**config.mk**
```make
export PLATFORM = sky130hd
export DESIGN_NAME = ifp_pipeline
export DESIGN_NICKNAME = d
export VERILOG_FILES = /design/src/core/ifp_pkg.sv /design/src/core/ifp_phase_gen.sv /design/src/core/ifp_pipeline.sv
export SDC_FILE = /design/constraint.sdc
export NUM_CORES = 1
export LEC_CHECK = 0
export BUFFER_PORTS_ARGS = -buffer_cell sky130_fd_sc_hd__buf_2
export CAP_MARGIN = 10
export CORE_MARGIN = 8
export CORE_UTILIZATION = 25
export DETAILED_ROUTE_END_ITERATION = 12
export HOLD_SLACK_MARGIN = 0.15
export SYNTH_ARGS = -nofsm -noshare
export SYNTH_HDL_FRONTEND = slang
export SYNTH_SLANG_ARGS = --single-unit
```
**constraint.sdc**
```tcl
create_clock -name core_clk -period 3.1 [get_ports core_clk]
set_clock_uncertainty 0.15 [all_clocks]
set_input_delay 0 -clock core_clk [delete_from_list [all_inputs] [get_ports core_clk]]
set_output_delay 0 -clock core_clk [all_outputs]
set_load 0.05 [all_outputs]
```
**src/core/ifp_pkg.sv**
```systemverilog
package ifp_pkg;
	localparam int PC_W      = 21;
	localparam int INSN_W    = 16;
	localparam int DADDR_W   = 12;
	localparam int SP_W      = 5;
	localparam int REL_W     = 11;
	localparam logic [PC_W-1:0] PC_RESET  = 21'h000000;
	localparam logic [PC_W-1:0] VEC_HIGH  = 21'h000008;
	localparam logic [PC_W-1:0] VEC_LOW   = 21'h000018;
	localparam logic [PC_W-1:0] PC_STEP   = 21'h000002;
	localparam logic [SP_W-1:0] SP_RESET  = 5'h00;
	localparam logic [SP_W-1:0] SP_STEP   = 5'h01;
	localparam logic [INSN_W-1:0] NOP_WORD = 16'h0000;

	// Quarter phases of one instruction cycle
	typedef enum logic [3:0] {
		PH_Q1 = 4'h1,
		PH_Q2 = 4'h2,
		PH_Q3 = 4'h4,
		PH_Q4 = 4'h8
	} ifp_phase_t;

	// Program counter change requested by the execute unit
	typedef enum logic [1:0] {
		BR_NONE = 2'h0,
		BR_ABS  = 2'h1,
		BR_REL  = 2'h2
	} ifp_branch_t;
endpackage

```
**src/core/ifp_phase_gen.sv**
```systemverilog
`timescale 1ns/1ps
module ifp_phase_gen (
	input  wire logic               core_clk,
	input  wire logic               rstn,
	output ifp_pkg::ifp_phase_t     phase
);
	import ifp_pkg::*;

	typedef struct packed {
		ifp_phase_t ph;
	} ifp_pg_state_t;

	ifp_pg_state_t st_reg;
	ifp_pg_state_t st_next;

	// Rotate one phase per clock; reset lands on the last phase
	always_comb begin
		st_next = st_reg;
		unique case (st_reg.ph)
			PH_Q1: st_next.ph = PH_Q2;
			PH_Q2: st_next.ph = PH_Q3;
			PH_Q3: st_next.ph = PH_Q4;
			PH_Q4: st_next.ph = PH_Q1;
			default: st_next.ph = PH_Q1;
		endcase
		if (!rstn) begin
			st_next.ph = PH_Q4;
		end
	end

	always_ff @(posedge core_clk) begin
		st_reg <= st_next;
	end

	assign phase = st_reg.ph;
endmodule // ifp_phase_gen

```
**src/core/ifp_pipeline.sv**
```systemverilog
`timescale 1ns/1ps
module ifp_pipeline (
	input  wire logic                        core_clk,
	input  wire logic                        rstn,
	// Program memory, byte addressed
	output logic [ifp_pkg::PC_W-1:0]         pmem_addr,
	output logic                             pmem_rd,
	input  wire logic [7:0]                  pmem_lo_byte,
	input  wire logic [7:0]                  pmem_hi_byte,
	// Holding register and phase to the execute unit
	output logic [ifp_pkg::INSN_W-1:0]       instruction_holding_register,
	output logic                             insn_valid,
	output logic [3:0]                       phase_out,
	// Execute unit requests
	input  wire ifp_pkg::ifp_branch_t        exe_branch,
	input  wire logic [ifp_pkg::PC_W-2:0]    exe_abs_word,
	input  wire logic [ifp_pkg::REL_W-1:0]   exe_rel_words,
	input  wire logic [ifp_pkg::DADDR_W-1:0] exe_src_addr,
	input  wire logic [ifp_pkg::DADDR_W-1:0] exe_dst_addr,
	input  wire logic                        exe_dst_we,
	input  wire logic [7:0]                  exe_dst_data,
	// Data memory
	output logic [ifp_pkg::DADDR_W-1:0]      dmem_addr,
	output logic                             dmem_rd,
	output logic                             dmem_wr,
	output logic [7:0]                       dmem_wdata,
	// Interrupt wake
	input  wire logic                        wake_irq,
	input  wire logic                        wake_high_prio,
	input  wire logic                        high_priority_global_irq_enable,
	input  wire logic                        low_priority_global_irq_enable,
	// Hardware stack top
	output logic [7:0]                       stack_top_upper_byte,
	output logic [7:0]                       stack_top_high_byte,
	output logic [7:0]                       stack_top_low_byte,
	output logic [ifp_pkg::SP_W-1:0]         hardware_stack_pointer,
	output logic                             pc_bit0
);
	import ifp_pkg::*;

	typedef struct packed {
		logic [PC_W-1:0]    pc;
		logic [INSN_W-1:0]  fetched;
		logic               fetched_ok;
		logic [INSN_W-1:0]  ir;
		logic               ir_ok;
		logic               flush;
		logic [PC_W-1:0]    pc_new;
		logic               pc_load;
		logic [23:0]        tos;
		logic [SP_W-1:0]    sp;
		logic [DADDR_W-1:0] daddr;
		logic               drd;
		logic               dwr;
		logic [7:0]         dwdata;
		logic               prd;
	} ifp_state_t;

	ifp_state_t         st_reg;
	ifp_state_t         st_next;
	ifp_phase_t         phase;
	logic               wake_take;
	logic [PC_W-1:0]    vec;
	logic [PC_W-1:0]    rel_bytes;

	ifp_phase_gen u_phase (
		.core_clk (core_clk),
		.rstn     (rstn),
		.phase    (phase)
	);

	// Wake vectors only when a global enable level is set
	assign wake_take = wake_irq && (high_priority_global_irq_enable ||
		low_priority_global_irq_enable);
	assign vec = wake_high_prio ? VEC_HIGH : VEC_LOW;
	// Word offset sign-extended then doubled into bytes
	assign rel_bytes = {{(PC_W-REL_W-1){exe_rel_words[REL_W-1]}},
		exe_rel_words, 1'b0};

	always_comb begin
		st_next = st_reg;
		st_next.drd = 1'b0;
		st_next.dwr = 1'b0;
		st_next.prd = 1'b0;
		unique case (phase)
			PH_Q1: begin
				// Fetched word moves to execute while the PC steps on
				st_next.ir = st_reg.fetched;
				st_next.ir_ok = st_reg.fetched_ok && !st_reg.flush;
				st_next.flush = 1'b0;
				if (st_reg.pc_load) begin
					st_next.pc = st_reg.pc_new;
					st_next.pc_load = 1'b0;
				end else begin
					st_next.pc = st_reg.pc + PC_STEP;
				end
				st_next.pc[0] = 1'b0;
			end
			PH_Q2: begin
				st_next.daddr = exe_src_addr;
				st_next.drd = st_reg.ir_ok;
				st_next.prd = 1'b1;
			end
			PH_Q3: begin
				// Even byte is the low half of the word
				st_next.fetched = {pmem_hi_byte, pmem_lo_byte};
				st_next.fetched_ok = 1'b1;
				if (st_reg.ir_ok && exe_branch == BR_ABS) begin
					st_next.pc_new = {exe_abs_word, 1'b0};
					st_next.pc_load = 1'b1;
					st_next.flush = 1'b1;
				end else if (st_reg.ir_ok && exe_branch == BR_REL) begin
					st_next.pc_new = st_reg.pc + rel_bytes;
					st_next.pc_load = 1'b1;
					st_next.flush = 1'b1;
				end
			end
			PH_Q4: begin
				st_next.daddr = exe_dst_addr;
				st_next.dwr = st_reg.ir_ok && exe_dst_we;
				st_next.dwdata = exe_dst_data;
				// Wake push takes priority over a branch in the same cycle
				if (wake_take) begin
					st_next.tos = {3'h0, st_reg.pc};
					st_next.sp = st_reg.sp + SP_STEP;
					st_next.pc_new = vec;
					st_next.pc_load = 1'b1;
					st_next.flush = 1'b1;
				end
			end
		endcase
		if (!rstn) begin
			st_next = '0;
			st_next.pc = PC_RESET;
			st_next.sp = SP_RESET;
			st_next.fetched = NOP_WORD;
			st_next.ir = NOP_WORD;
		end
	end

	always_ff @(posedge core_clk) begin
		st_reg <= st_next;
	end

	// Byte address is the PC itself; both bytes return together
	assign pmem_addr = st_reg.pc;
	assign pmem_rd = st_reg.prd;
	assign instruction_holding_register = st_reg.ir;
	assign insn_valid = st_reg.ir_ok;
	assign phase_out = phase;
	assign dmem_addr = st_reg.daddr;
	assign dmem_rd = st_reg.drd;
	assign dmem_wr = st_reg.dwr;
	assign dmem_wdata = st_reg.dwdata;
	assign stack_top_upper_byte = st_reg.tos[23:16];
	assign stack_top_high_byte = st_reg.tos[15:8];
	assign stack_top_low_byte = st_reg.tos[7:0];
	assign hardware_stack_pointer = st_reg.sp;
	assign pc_bit0 = st_reg.pc[0];
endmodule // ifp_pipeline

```
==> flow_metrics.env, run 1 <==
export IMPL_status="finished clean"
export IMPL_fin_area_um2=9490
export IMPL_first_global_vias=6467
export IMPL_wl_um=22900
export IMPL_max_freq_ghz=0.335
export IMPL_area_delta_synth_final_pct=34.3
export IMPL_cpMaxStageDelayCell="dlygate4sd3_1"
export IMPL_cts_reportedPaths_clkPinSlew_ns=0.06
export IMPL_gr_usage_met3_pct=2.97
export IMPL_synth_distinct_cells=61
export IMPL_async_reset_ff_share_pct=0
export IMPL_worst_skew_pair_late_latency_ns=0.41
export IMPL_finalPower_mw=4.25
export IMPL_rsz0062_at_grt="false"
export IMPL_end_kind="flip-flop"
export IMPL_via_count=6676
export IMPL_viasPerCell=4.51
export IMPL_layout_commonest_cell="nand2_1"
export IMPL_grt_pass1_wl_um=35800
export IMPL_placedCellCount=1338
export IMPL_ys_seq_area_share_pct=36.0
export IMPL_grtUsageMet1_pct=18.0
export IMPL_p_leak_nw=4.18
export IMPL_grt_overflow=0
export IMPL_drc=0
export IMPL_dr_pass1_iters=5
export IMPL_max_stage_delay_ns=0.57
export IMPL_tightestPinTransition_ns=0.629
export IMPL_cts_buffers=17
export IMPL_crit_arrival_ns=3.13
export IMPL_synthFlopType="dfxtp_1"
export IMPL_die_w_um=184
export IMPL_final_antenna_net_count=0
export IMPL_hpwl_um=16700
export IMPL_num_io_pins=183
export IMPL_cap_violations=0
export IMPL_cts_path_max_buffers=2
export IMPL_slew_headroom_pct=57.9
export IMPL_antenna_found_initial=3
export IMPL_synth_simple_area_share_pct=21.7
export IMPL_synthCells=896
export IMPL_layout_common_cells="nand2_1 (215), buf_2 (175), dfxtp_1 (124)"
export IMPL_core_um2=27800
export IMPL_cp_start_kind="flip-flop"
export IMPL_synth_adder_area_share_pct=4.00
export IMPL_wire_per_inst_um=15.5
export IMPL_post_cts_buffers=0
export IMPL_peakVddDrop_uv=335
export IMPL_crit_fanout=9
export IMPL_synth_warnings=0
export IMPL_ys_seq_elements=127
export IMPL_required_ns=3.24
export IMPL_synthXorXnorAreaFrac_pct=2.60
export IMPL_io_buffers=176
export IMPL_initial_core_util_pct=25.4
export IMPL_die_area_um2=33900
export IMPL_met2_usage_pct=20.5
export IMPL_cts_tree="yes"
export IMPL_slew_violations=0
export IMPL_die_h_um=184
export IMPL_finalHoldViolCount=0
export IMPL_synth_area_um2=7070
export IMPL_htreeDepth=4
export IMPL_final_min_clock_period_ns=2.99
export IMPL_instances_no_fill=1481
export IMPL_gp_congestion=0.851
export IMPL_cts_root_buf="clkbuf_16"
export IMPL_finalSetupViolations=0
export IMPL_synthMuxAreaShare_pct=0.779
export IMPL_largest_reg_flops=38
export IMPL_powerDensity_nw_per_um2=447
export IMPL_path_cells="ha_1 > a21o_1 > a31oi_2 > o21ai_1 > a21o_1 > a221oi_1 > xor2_1 > o21ai_1 > dlygate4sd3_1"
export IMPL_crit_type="reg2reg"
export IMPL_grt_usage_pct=13.4
export IMPL_grt_max_degree=74
export IMPL_placed_area_um2=7790
export IMPL_clock_sinks=127
export IMPL_synth_edf_count=0
export IMPL_synth_compound_area_share_pct=22.0
export IMPL_drt_initial_drc_count=382
export IMPL_top_usage_layer="met2"
export IMPL_finalCritPeriodShare_pct=96.4
export IMPL_drive_gt1_share_pct=22.5
export IMPL_final_nets=1199
export IMPL_setup_tns_ns=0
export IMPL_synth_top_family_by_area="compound AO/OA/AOI/OAI gates"
export IMPL_hold_path_class="in2reg"
export IMPL_syn_avg_cell_area_um2=7.89
export IMPL_rows=61
==> cells in the mapped netlist (2+ instances only) <==
master	number	area, um^2
xor2_1	12	105
clkbuf_1	36	135
and2_1	15	93.8
nor2b_1	11	68.8
and3_1	6	37.5
and4_1	2	17.5
nand2_1	215	807
o21ai_1	19	95.1
nand2b_1	4	25.0
dfxtp_1	127	2540
nand4_1	5	31.3
o21bai_1	2	15.0
a31oi_1	7	43.8
a21oi_1	39	195
nand3b_1	2	15.0
o31ai_1	5	37.5
inv_1	9	33.8
buf_4	88	661
a22oi_1	6	45.0
a21boi_1	46	345
o211ai_1	4	30.0
buf_1	5	18.8
nor4b_1	2	17.5
nor3_1	11	55.1
buf_2	10	50.1
xnor2_1	9	78.8
nor4_1	3	18.8
ha_1	21	263
a21boi_0	18	135
a21o_1	7	52.6
o21ai_0	23	115
o21a_1	5	37.5
nand3_1	32	160
mux2i_1	3	30.0
a211oi_1	2	15.0
a22o_1	14	123
nor2_1	28	105
o211a_1	13	130
or4_1	2	15.0
a221oi_1	4	35.0
o221ai_1	4	35.0
==> worst max-delay path, delay by kind of cell (launching register included) <==
kind | cells | cell delay [ns]
AO/OA/AOI/OAI | 6 | 1.22
buffers and inverters | 1 | 0.57
flip-flops | 1 | 0.37
adder cells (fa/ha/maj) | 1 | 0.37
XOR/XNOR | 1 | 0.18
==> path summary, 6_finish.rpt <==
path / start / to / slack [ns] / cells after the start
worst max-delay path: pmem_addr[10]$_SDFFE_PN0P_ / st_reg[70]$_SDFFE_PN0P_ / 0.11 / 9
worst max register to register: pmem_addr[10]$_SDFFE_PN0P_ / st_reg[70]$_SDFFE_PN0P_ / 0.11 / 9
worst min register to register: stack_top_low_byte[2]$_SDFFE_PN0P_ / stack_top_low_byte[2]$_SDFFE_PN0P_ / 0.30 / 2
worst min-delay path: exe_rel_words[9] / st_reg[66]$_SDFFE_PN0P_ / 0.17 / 6
==> layout make-up <==
cell class / instances / area, um^2
flip-flops and latches: 127 / 2550
repair buffers: 309 / 2180
inverters: 11 / 41.3
clock buffers: 18 / 439
diodes: 1 / 2.50
fillers: 2924 / 18300
well taps: 378 / 473
multi-input cells: 623 / 3670
clock inverters: 14 / 134
==> power by group <==
part / internal (mW) / total, mW / switching (mW)
combinational: 0.247 / 0.608 / 0.362
sequential: 1.67 / 1.69 / 0.0270
clock: 1.14 / 1.95 / 0.808
total: 3.05 / 4.25 / 1.20
==> stage by stage <==
stage                     hold slack (ns)  worst slack (ns)  util, %
after floorplan                   -0.0152             0.541        -
after global placement             0.0933             0.488     28.0
after detailed placement            0.101             0.415     28.0
after CTS                           0.152            0.0150     34.1
after global routing                0.221           0.00651     34.2
final                               0.175             0.111     34.2
==> routing by layer <==
layer  part of all wire (%)  wire (um)
met2                     44      10000
met4                    2.7        625
met5                   0.14         31
met1                     48      11100
met3                    5.3       1220
==> timing repair <==
| action | 4_1_cts | 5_1_grt |
|---|---|---|
| setup endpoints to repair | 0 | 7 |
| hold buffers | 110 | 0 |
| resized for setup | 0 | 7 |
| endpoints found under the hold margin | 75 | 0 |
==> cells by family after synthesis <==
family | count (synthesis)
AO/OA/AOI/OAI | 225
AND/OR/NAND/NOR | 344
adder cells (fa/ha/maj) | 22
other | 1
flip-flops | 127
multiplexers | 5
buffers and inverters | 151
XOR/XNOR | 21
No activity file was read; power rests on OpenSTA's default activity.
==> run 2: changes to the inputs <==
Settings changed: CORE_ASPECT_RATIO from default to 2, CTS_BUF_LIST from default to sky130_fd_sc_hd__clkbuf_4 sky130_fd_sc_hd__clkbuf_8 sky130_fd_sc_hd__clkbuf_16, REMOVE_ABC_BUFFERS from default to 1.
==> run 2 against run 1 <==
Critical endpoint is now st_reg[66]$_SDFFE_PN0P_. Fmax grew 2.5%. Sequential cell count did not move. Sequential power about the same. Cell area is 0.20% higher. Hold slack worse by 0.011 ns. Register-to-register slack improved by 0.07 ns. Power is 3.0% higher. Worst setup slack improved by 0.072 ns. Critical path type unchanged.
==> flow_metrics.env, run 2 (synthesized netlist as in run 1, its figures left out) <==
export IMPL_status="finished clean"
export IMPL_cts_buffers=17
export IMPL_final_antenna_net_count=0
export IMPL_core_um2=28000
export IMPL_clock_sinks=127
export IMPL_cts_path_max_buffers=2
export IMPL_crit_arrival_ns=3.06
export IMPL_finalSetupViolations=0
export IMPL_crit_fanout=21
export IMPL_grt_overflow=0
export IMPL_final_min_clock_period_ns=2.92
export IMPL_finalPower_mw=4.37
export IMPL_rows=87
export IMPL_hpwl_um=15400
export IMPL_whs_path_depth=6
export IMPL_largest_reg_flops=38
export IMPL_tightestPinTransition_ns=0.719
export IMPL_wire_per_inst_um=15.6
export IMPL_viasPerCell=4.67
export IMPL_die_w_um=135
export IMPL_cts_tree="yes"
export IMPL_p_leak_nw=4.17
export IMPL_drt_initial_drc_count=515
export IMPL_cts_root_buf="clkbuf_16"
export IMPL_cts_reportedPaths_clkPinSlew_ns=0.06
export IMPL_htreeDepth=4
export IMPL_peakVddDrop_uv=479
export IMPL_wl_um=22800
export IMPL_initial_core_util_pct=25.3
export IMPL_grt_usage_pct=13.4
export IMPL_grt_pass1_wl_um=36600
export IMPL_first_global_vias=6985
export IMPL_drive_gt1_share_pct=22.3
export IMPL_num_io_pins=183
export IMPL_antenna_found_initial=2
export IMPL_crit_type="reg2reg"
export IMPL_area_delta_synth_final_pct=34.5
export IMPL_setup_ws_ns=0.183
export IMPL_cap_violations=0
export IMPL_finalCritPeriodShare_pct=94.1
export IMPL_hp_start="exe_branch[0]"
export IMPL_finalHoldViolCount=0
export IMPL_io_buffers=176
export IMPL_die_area_um2=34200
export IMPL_r2r_setup_slack_ns=0.18
export IMPL_worst_skew_pair_late_latency_ns=0.42
export IMPL_required_ns=3.24
export IMPL_powerDensity_nw_per_um2=460
export IMPL_slew_violations=0
export IMPL_dr_pass1_iters=5
export IMPL_final_nets=1205
export IMPL_drc=0
export IMPL_gp_congestion=0.888
export IMPL_layout_common_cells="nand2_1 (215), buf_2 (175), dfxtp_1 (125)"
export IMPL_grt_max_degree=77
export IMPL_rsz0062_at_grt="false"
export IMPL_min_to="st_reg[56]$_SDFFE_PN0P_"
export IMPL_r2r_cells=9
export IMPL_r2r_start="u_phase.phase[0]$_SDFF_PN0_"
export IMPL_max_freq_ghz=0.343
export IMPL_hold_path_class="in2reg"
export IMPL_reg2reg_to="st_reg[66]$_SDFFE_PN0P_"
export IMPL_slew_headroom_pct=52.1
export IMPL_end_kind="flip-flop"
export IMPL_post_place_ws_ns=0.390
export IMPL_die_h_um=254
export IMPL_cp_start_kind="flip-flop"
export IMPL_via_count=6841
export IMPL_layout_commonest_cell="nand2_1"
export IMPL_post_cts_buffers=0
## run 2: changes by cell type in the layout (fill, tap and decap cells not counted), sizes merged
cell and change:
clkinvlp -1, bufinv +2, dlygate4sd3 +4, clkinv +1, clkbuf +2, inv -5
buf +2
## run 2: worst max path at each step
| stage | from | endpoint | slack [ns] | depth (start not counted) |
|---|---|---|---|---|
| 3_5_place_dp | pmem_addr[2]$_SDFFE_PN0P_ | st_reg[66]$_SDFFE_PN0P_ | 0.39 | 9 |
| 2_1_floorplan | u_phase.phase[0]$_SDFF_PN0_ | pmem_addr[14]$_SDFFE_PN0P_ | -1.08 | 4 |
| 4_1_cts | pmem_addr[8]$_SDFFE_PN0P_ | st_reg[71]$_SDFFE_PN0P_ | 0.06 | 9 |
| 6_report | u_phase.phase[0]$_SDFF_PN0_ | st_reg[66]$_SDFFE_PN0P_ | 0.18 | 9 |
| 5_1_grt | pmem_addr[8]$_SDFFE_PN0P_ | st_reg[63]$_SDFFE_PN0P_ | 0.05 | 9 |
| 3_3_place_gp | pmem_addr[2]$_SDFFE_PN0P_ | st_reg[66]$_SDFFE_PN0P_ | 0.49 | 9 |
## run 2: layer usage
layer | up-vias | global-route usage, % | wire, um
li1 | 3379 | - | -
met1 | 3169 | 16.3 | 9960
met2 | 261 | 20.8 | 10100
met3 | 30 | 5.25 | 2240
met4 | 2 | 5.00 | 467
met5 | - | 0 | 13
## run 2: final cells by class
type / count / area [um^2]
fill: 2858 / 18500
clock inverter: 11 / 140
antenna: 1 / 2.50
multi-input combinational: 623 / 3660
timing repair buffer: 315 / 2210
inverter: 11 / 41.3
tap: 356 / 445
clock buffer: 20 / 460
sequential: 127 / 2540
## run 2: repair_timing
item | 4_1_cts | 5_1_grt
setup endpoints to repair | 0 | 4
endpoints found under the hold margin | 101 | 0
resized for setup | 0 | 5
hold buffers | 114 | 0
## run 2: power by group
part	switching, mW	internal [mW]
clock network	0.761	1.31
logic	0.372	0.246
registers	0.0222	1.67
## run 2: critical path, cell delays in order, from the launching register on
cell and delay, ns:
dfxtp_1 0.30, buf_4 0.17, or4b_1 0.66, nor2_8 0.16, mux2i_2 0.07, buf_4 0.24
a22o_1 0.25, a21oi_1 0.13, dlygate4sd3_1 0.56, o311ai_1 0.09
## run 2: stage by stage
step / instances / utilization [%] / hold WS [ns] / setup TNS [ns] / cell area [um^2]
floorplan: 761 / - / -0.0881 / -23.61 / 6210
global placement: 1318 / 27.7 / 0.0973 / 0 / 7750
detailed placement: 1318 / 27.7 / 0.0991 / 0 / 7750
CTS: 1463 / 33.9 / 0.152 / 0 / 9500
global route: 1464 / 34.0 / 0.218 / 0 / 9510
finish: 1464 / 34.0 / 0.164 / 0 / 9510
==> run 3: changes to the inputs <==
Clock period 3.1 ns to 2.4 ns, I/O delays scaled along.
==> run 3 against run 2 <==
Combinational power increased by 34%. First-iteration DRC count down 29%. Sequential power grew 29%. Power is 31% higher. Core utilization is 0.78 points higher. Critical path depth rose by 1. Hold slack improved by 0.022 ns. Sequential share of layout area decreased by 0.61 points. Non-clock buffer count up 17. Count of clock-buffer cells in the layout down 2. Die area stayed put.
==> flow_metrics.env, run 3 (synthesized netlist as in run 1, its figures left out) <==
export IMPL_max_freq_ghz=0.430
export IMPL_final_min_clock_period_ns=2.33
export IMPL_multiInputGateArea_um2=3730
export IMPL_layout_commonest_cell="nand2_1"
export IMPL_dr_pass1_iters=7
export IMPL_crit_fanout=2
export IMPL_clkPwrFrac_pct=47.5
export IMPL_core_um2=28000
export IMPL_cap_violations=0
export IMPL_setup_tns_ns=0
export IMPL_cpMaxStageDelayCell="or4_4"
export IMPL_final_nets=1222
export IMPL_drt_initial_drc_count=368
export IMPL_placed_area_um2=8050
export IMPL_cp_start_kind="flip-flop"
export IMPL_htreeDepth=4
export IMPL_first_global_vias=7087
export IMPL_wl_um=23300
export IMPL_die_h_um=254
export IMPL_largest_reg_flops=38
export IMPL_drive_gt1_share_pct=26.3
export IMPL_setup_ws_ns=0.0728
export IMPL_p_leak_nw=4.32
export IMPL_switchingPower_mw=1.57
export IMPL_viasPerCell=4.74
export IMPL_tightestPinTransition_ns=0.530
export IMPL_grt_pass1_wl_um=37000
export IMPL_antenna_cells=0
export IMPL_cts_buffers=17
export IMPL_seq_area_um2=2540
export IMPL_post_place_ws_ns=-0.0975
export IMPL_seqPwrFrac_pct=38.1
export IMPL_finalCritPeriodShare_pct=97.0
export IMPL_finalSetupViolations=0
export IMPL_antenna_found_initial=1
export IMPL_path_cells="ha_2 > inv_1 > fa_2 > nand2b_4 > a21oi_2 > nand2b_4 > a21oi_1 > o21a_1 > or4_4 > o311ai_2"
export IMPL_end_kind="flip-flop"
export IMPL_crit_family="simple AND/OR/NAND/NOR gates"
export IMPL_clock_sinks=127
export IMPL_wire_per_inst_um=15.7
export IMPL_path_buf_inv=1
export IMPL_cts_tree="yes"
export IMPL_final_antenna_net_count=0
export IMPL_powerDensity_nw_per_um2=588
export IMPL_gp_congestion=0.916
export IMPL_initial_core_util_pct=25.3
export IMPL_cts_path_max_buffers=2
export IMPL_grt_overflow=0
export IMPL_fin_area_um2=9730
export IMPL_crit_type="reg2reg"
export IMPL_hold_path_class="in2reg"
export IMPL_num_io_pins=183
export IMPL_rows=87
export IMPL_combPwrFrac_pct=14.4
export IMPL_via_count=7022
export IMPL_status="finished clean"
export IMPL_slew_headroom_pct=64.4
export IMPL_sw_frac_of_total_pct=27.4
export IMPL_cts_root_buf="clkbuf_16"
export IMPL_required_ns=2.57
export IMPL_drc=0
export IMPL_grt_max_degree=55
export IMPL_worst_skew_pair_late_latency_ns=0.42
export IMPL_area_delta_synth_final_pct=37.6
export IMPL_die_w_um=135
export IMPL_fin_util_pct=34.8
export IMPL_grt_usage_pct=13.5
export IMPL_max_stage_delay_ns=0.42
export IMPL_peakVddDrop_uv=574
export IMPL_crit_arrival_ns=2.50
export IMPL_hpwl_um=16200
export IMPL_finalPower_mw=5.72
export IMPL_finalHoldViolCount=0
export IMPL_die_area_um2=34200
export IMPL_cts_reportedPaths_clkPinSlew_ns=0.06
export IMPL_rsz0062_at_grt="true"
export IMPL_slew_violations=0
export IMPL_crit_top_cell="nand2b_4"
export IMPL_io_buffers=176
export IMPL_p_int_mw=4.15
export IMPL_fill_cells=2820
export IMPL_layout_common_cells="nand2_1 (215), buf_2 (175), dfxtp_1 (126)"
run 3: cell types whose count changed in the layout (fill, tap and decap cells not counted), moves of 2 or more:
cell	before	now
a21oi_1	38	35
a21oi_2	1	4
buf_12	0	4
buf_4	26	56
buf_6	0	2
clkbuf_8	2	0
clkinv_2	5	0
clkinvlp_4	1	5
dlygate4sd3_1	114	95
inv_6	0	4
nand2b_1	4	2
nand2b_4	0	2
run 3: tightest hold or removal path, cell delays in order:
cell and delay [ns]:
buf_2 0.10, ha_1 0.16, a21oi_2 0.06, nand2b_1 0.09
o221ai_2 0.13, nand2_1 0.08, o31ai_1 0.07
run 3: cell type report:
| class | count | area share, % |
|---|---|---|
| Sequential cell | 127 | 26.1 |
| Inverter | 11 | 0.424 |
| Timing Repair Buffer | 332 | 24.1 |
| Multi-Input combinational cell | 623 | 38.4 |
| Tap cell | 356 | 4.58 |
| Clock buffer | 18 | 4.45 |
| Clock inverter | 14 | 1.88 |
run 3: what timing repair did:
action                                  4_1_cts  5_1_grt
pin swaps                                     1        5
setup buffers                                 0        3
hold endpoints to repair                    111        0
hold buffers                                 95        0
gates resized for setup                       6       14
cloned                                        0        0
endpoints found under the setup margin        3       18
run 3: routing by layer:
| layer | vias to the layer above | wire length, um | global-route usage (%) |
|---|---|---|---|
| met2 | 317 | 10400 | 21.3 |
| met5 | - | 12 | 0 |
| met3 | 34 | 2500 | 5.27 |
| li1 | 3412 | - | - |
| met4 | 2 | 342 | 4.36 |
| met1 | 3257 | 10000 | 16.4 |
run 3: worst paths after layout:
path                                         from                                    to  slack, ns  cells after the start
max reg2reg             pmem_addr[1]$_SDFFE_PN0P_               st_reg[66]$_SDFFE_PN0P_       0.07                     10
max                     pmem_addr[1]$_SDFFE_PN0P_               st_reg[66]$_SDFFE_PN0P_       0.07                     10
min reg2reg  stack_top_upper_byte[0]$_SDFFE_PN0P_  stack_top_upper_byte[0]$_SDFFE_PN0P_       0.30                      2
min                              exe_rel_words[4]               st_reg[64]$_SDFFE_PN0P_       0.19                      7
run 3: metrics by stage:
| step | cells | hold slack, ns |
|---|---|---|
| after CTS | 1478 | 0.152 |
| after floorplan | 761 | -0.0881 |
| after global routing | 1481 | 0.200 |
| after detailed placement | 1351 | 0.0973 |
| after global placement | 1351 | 0.0920 |
| final | 1481 | 0.186 |
run 3: power by group through the flow:
stage	Sequential (mW)	Combinational, mW	Clock [mW]
after floorplan	2.37	0.254	0
after global placement	2.22	0.691	0
after detailed placement	2.22	0.699	0
after CTS	2.18	0.814	2.79
after global routing	2.18	0.890	2.90
final	2.18	0.826	2.72
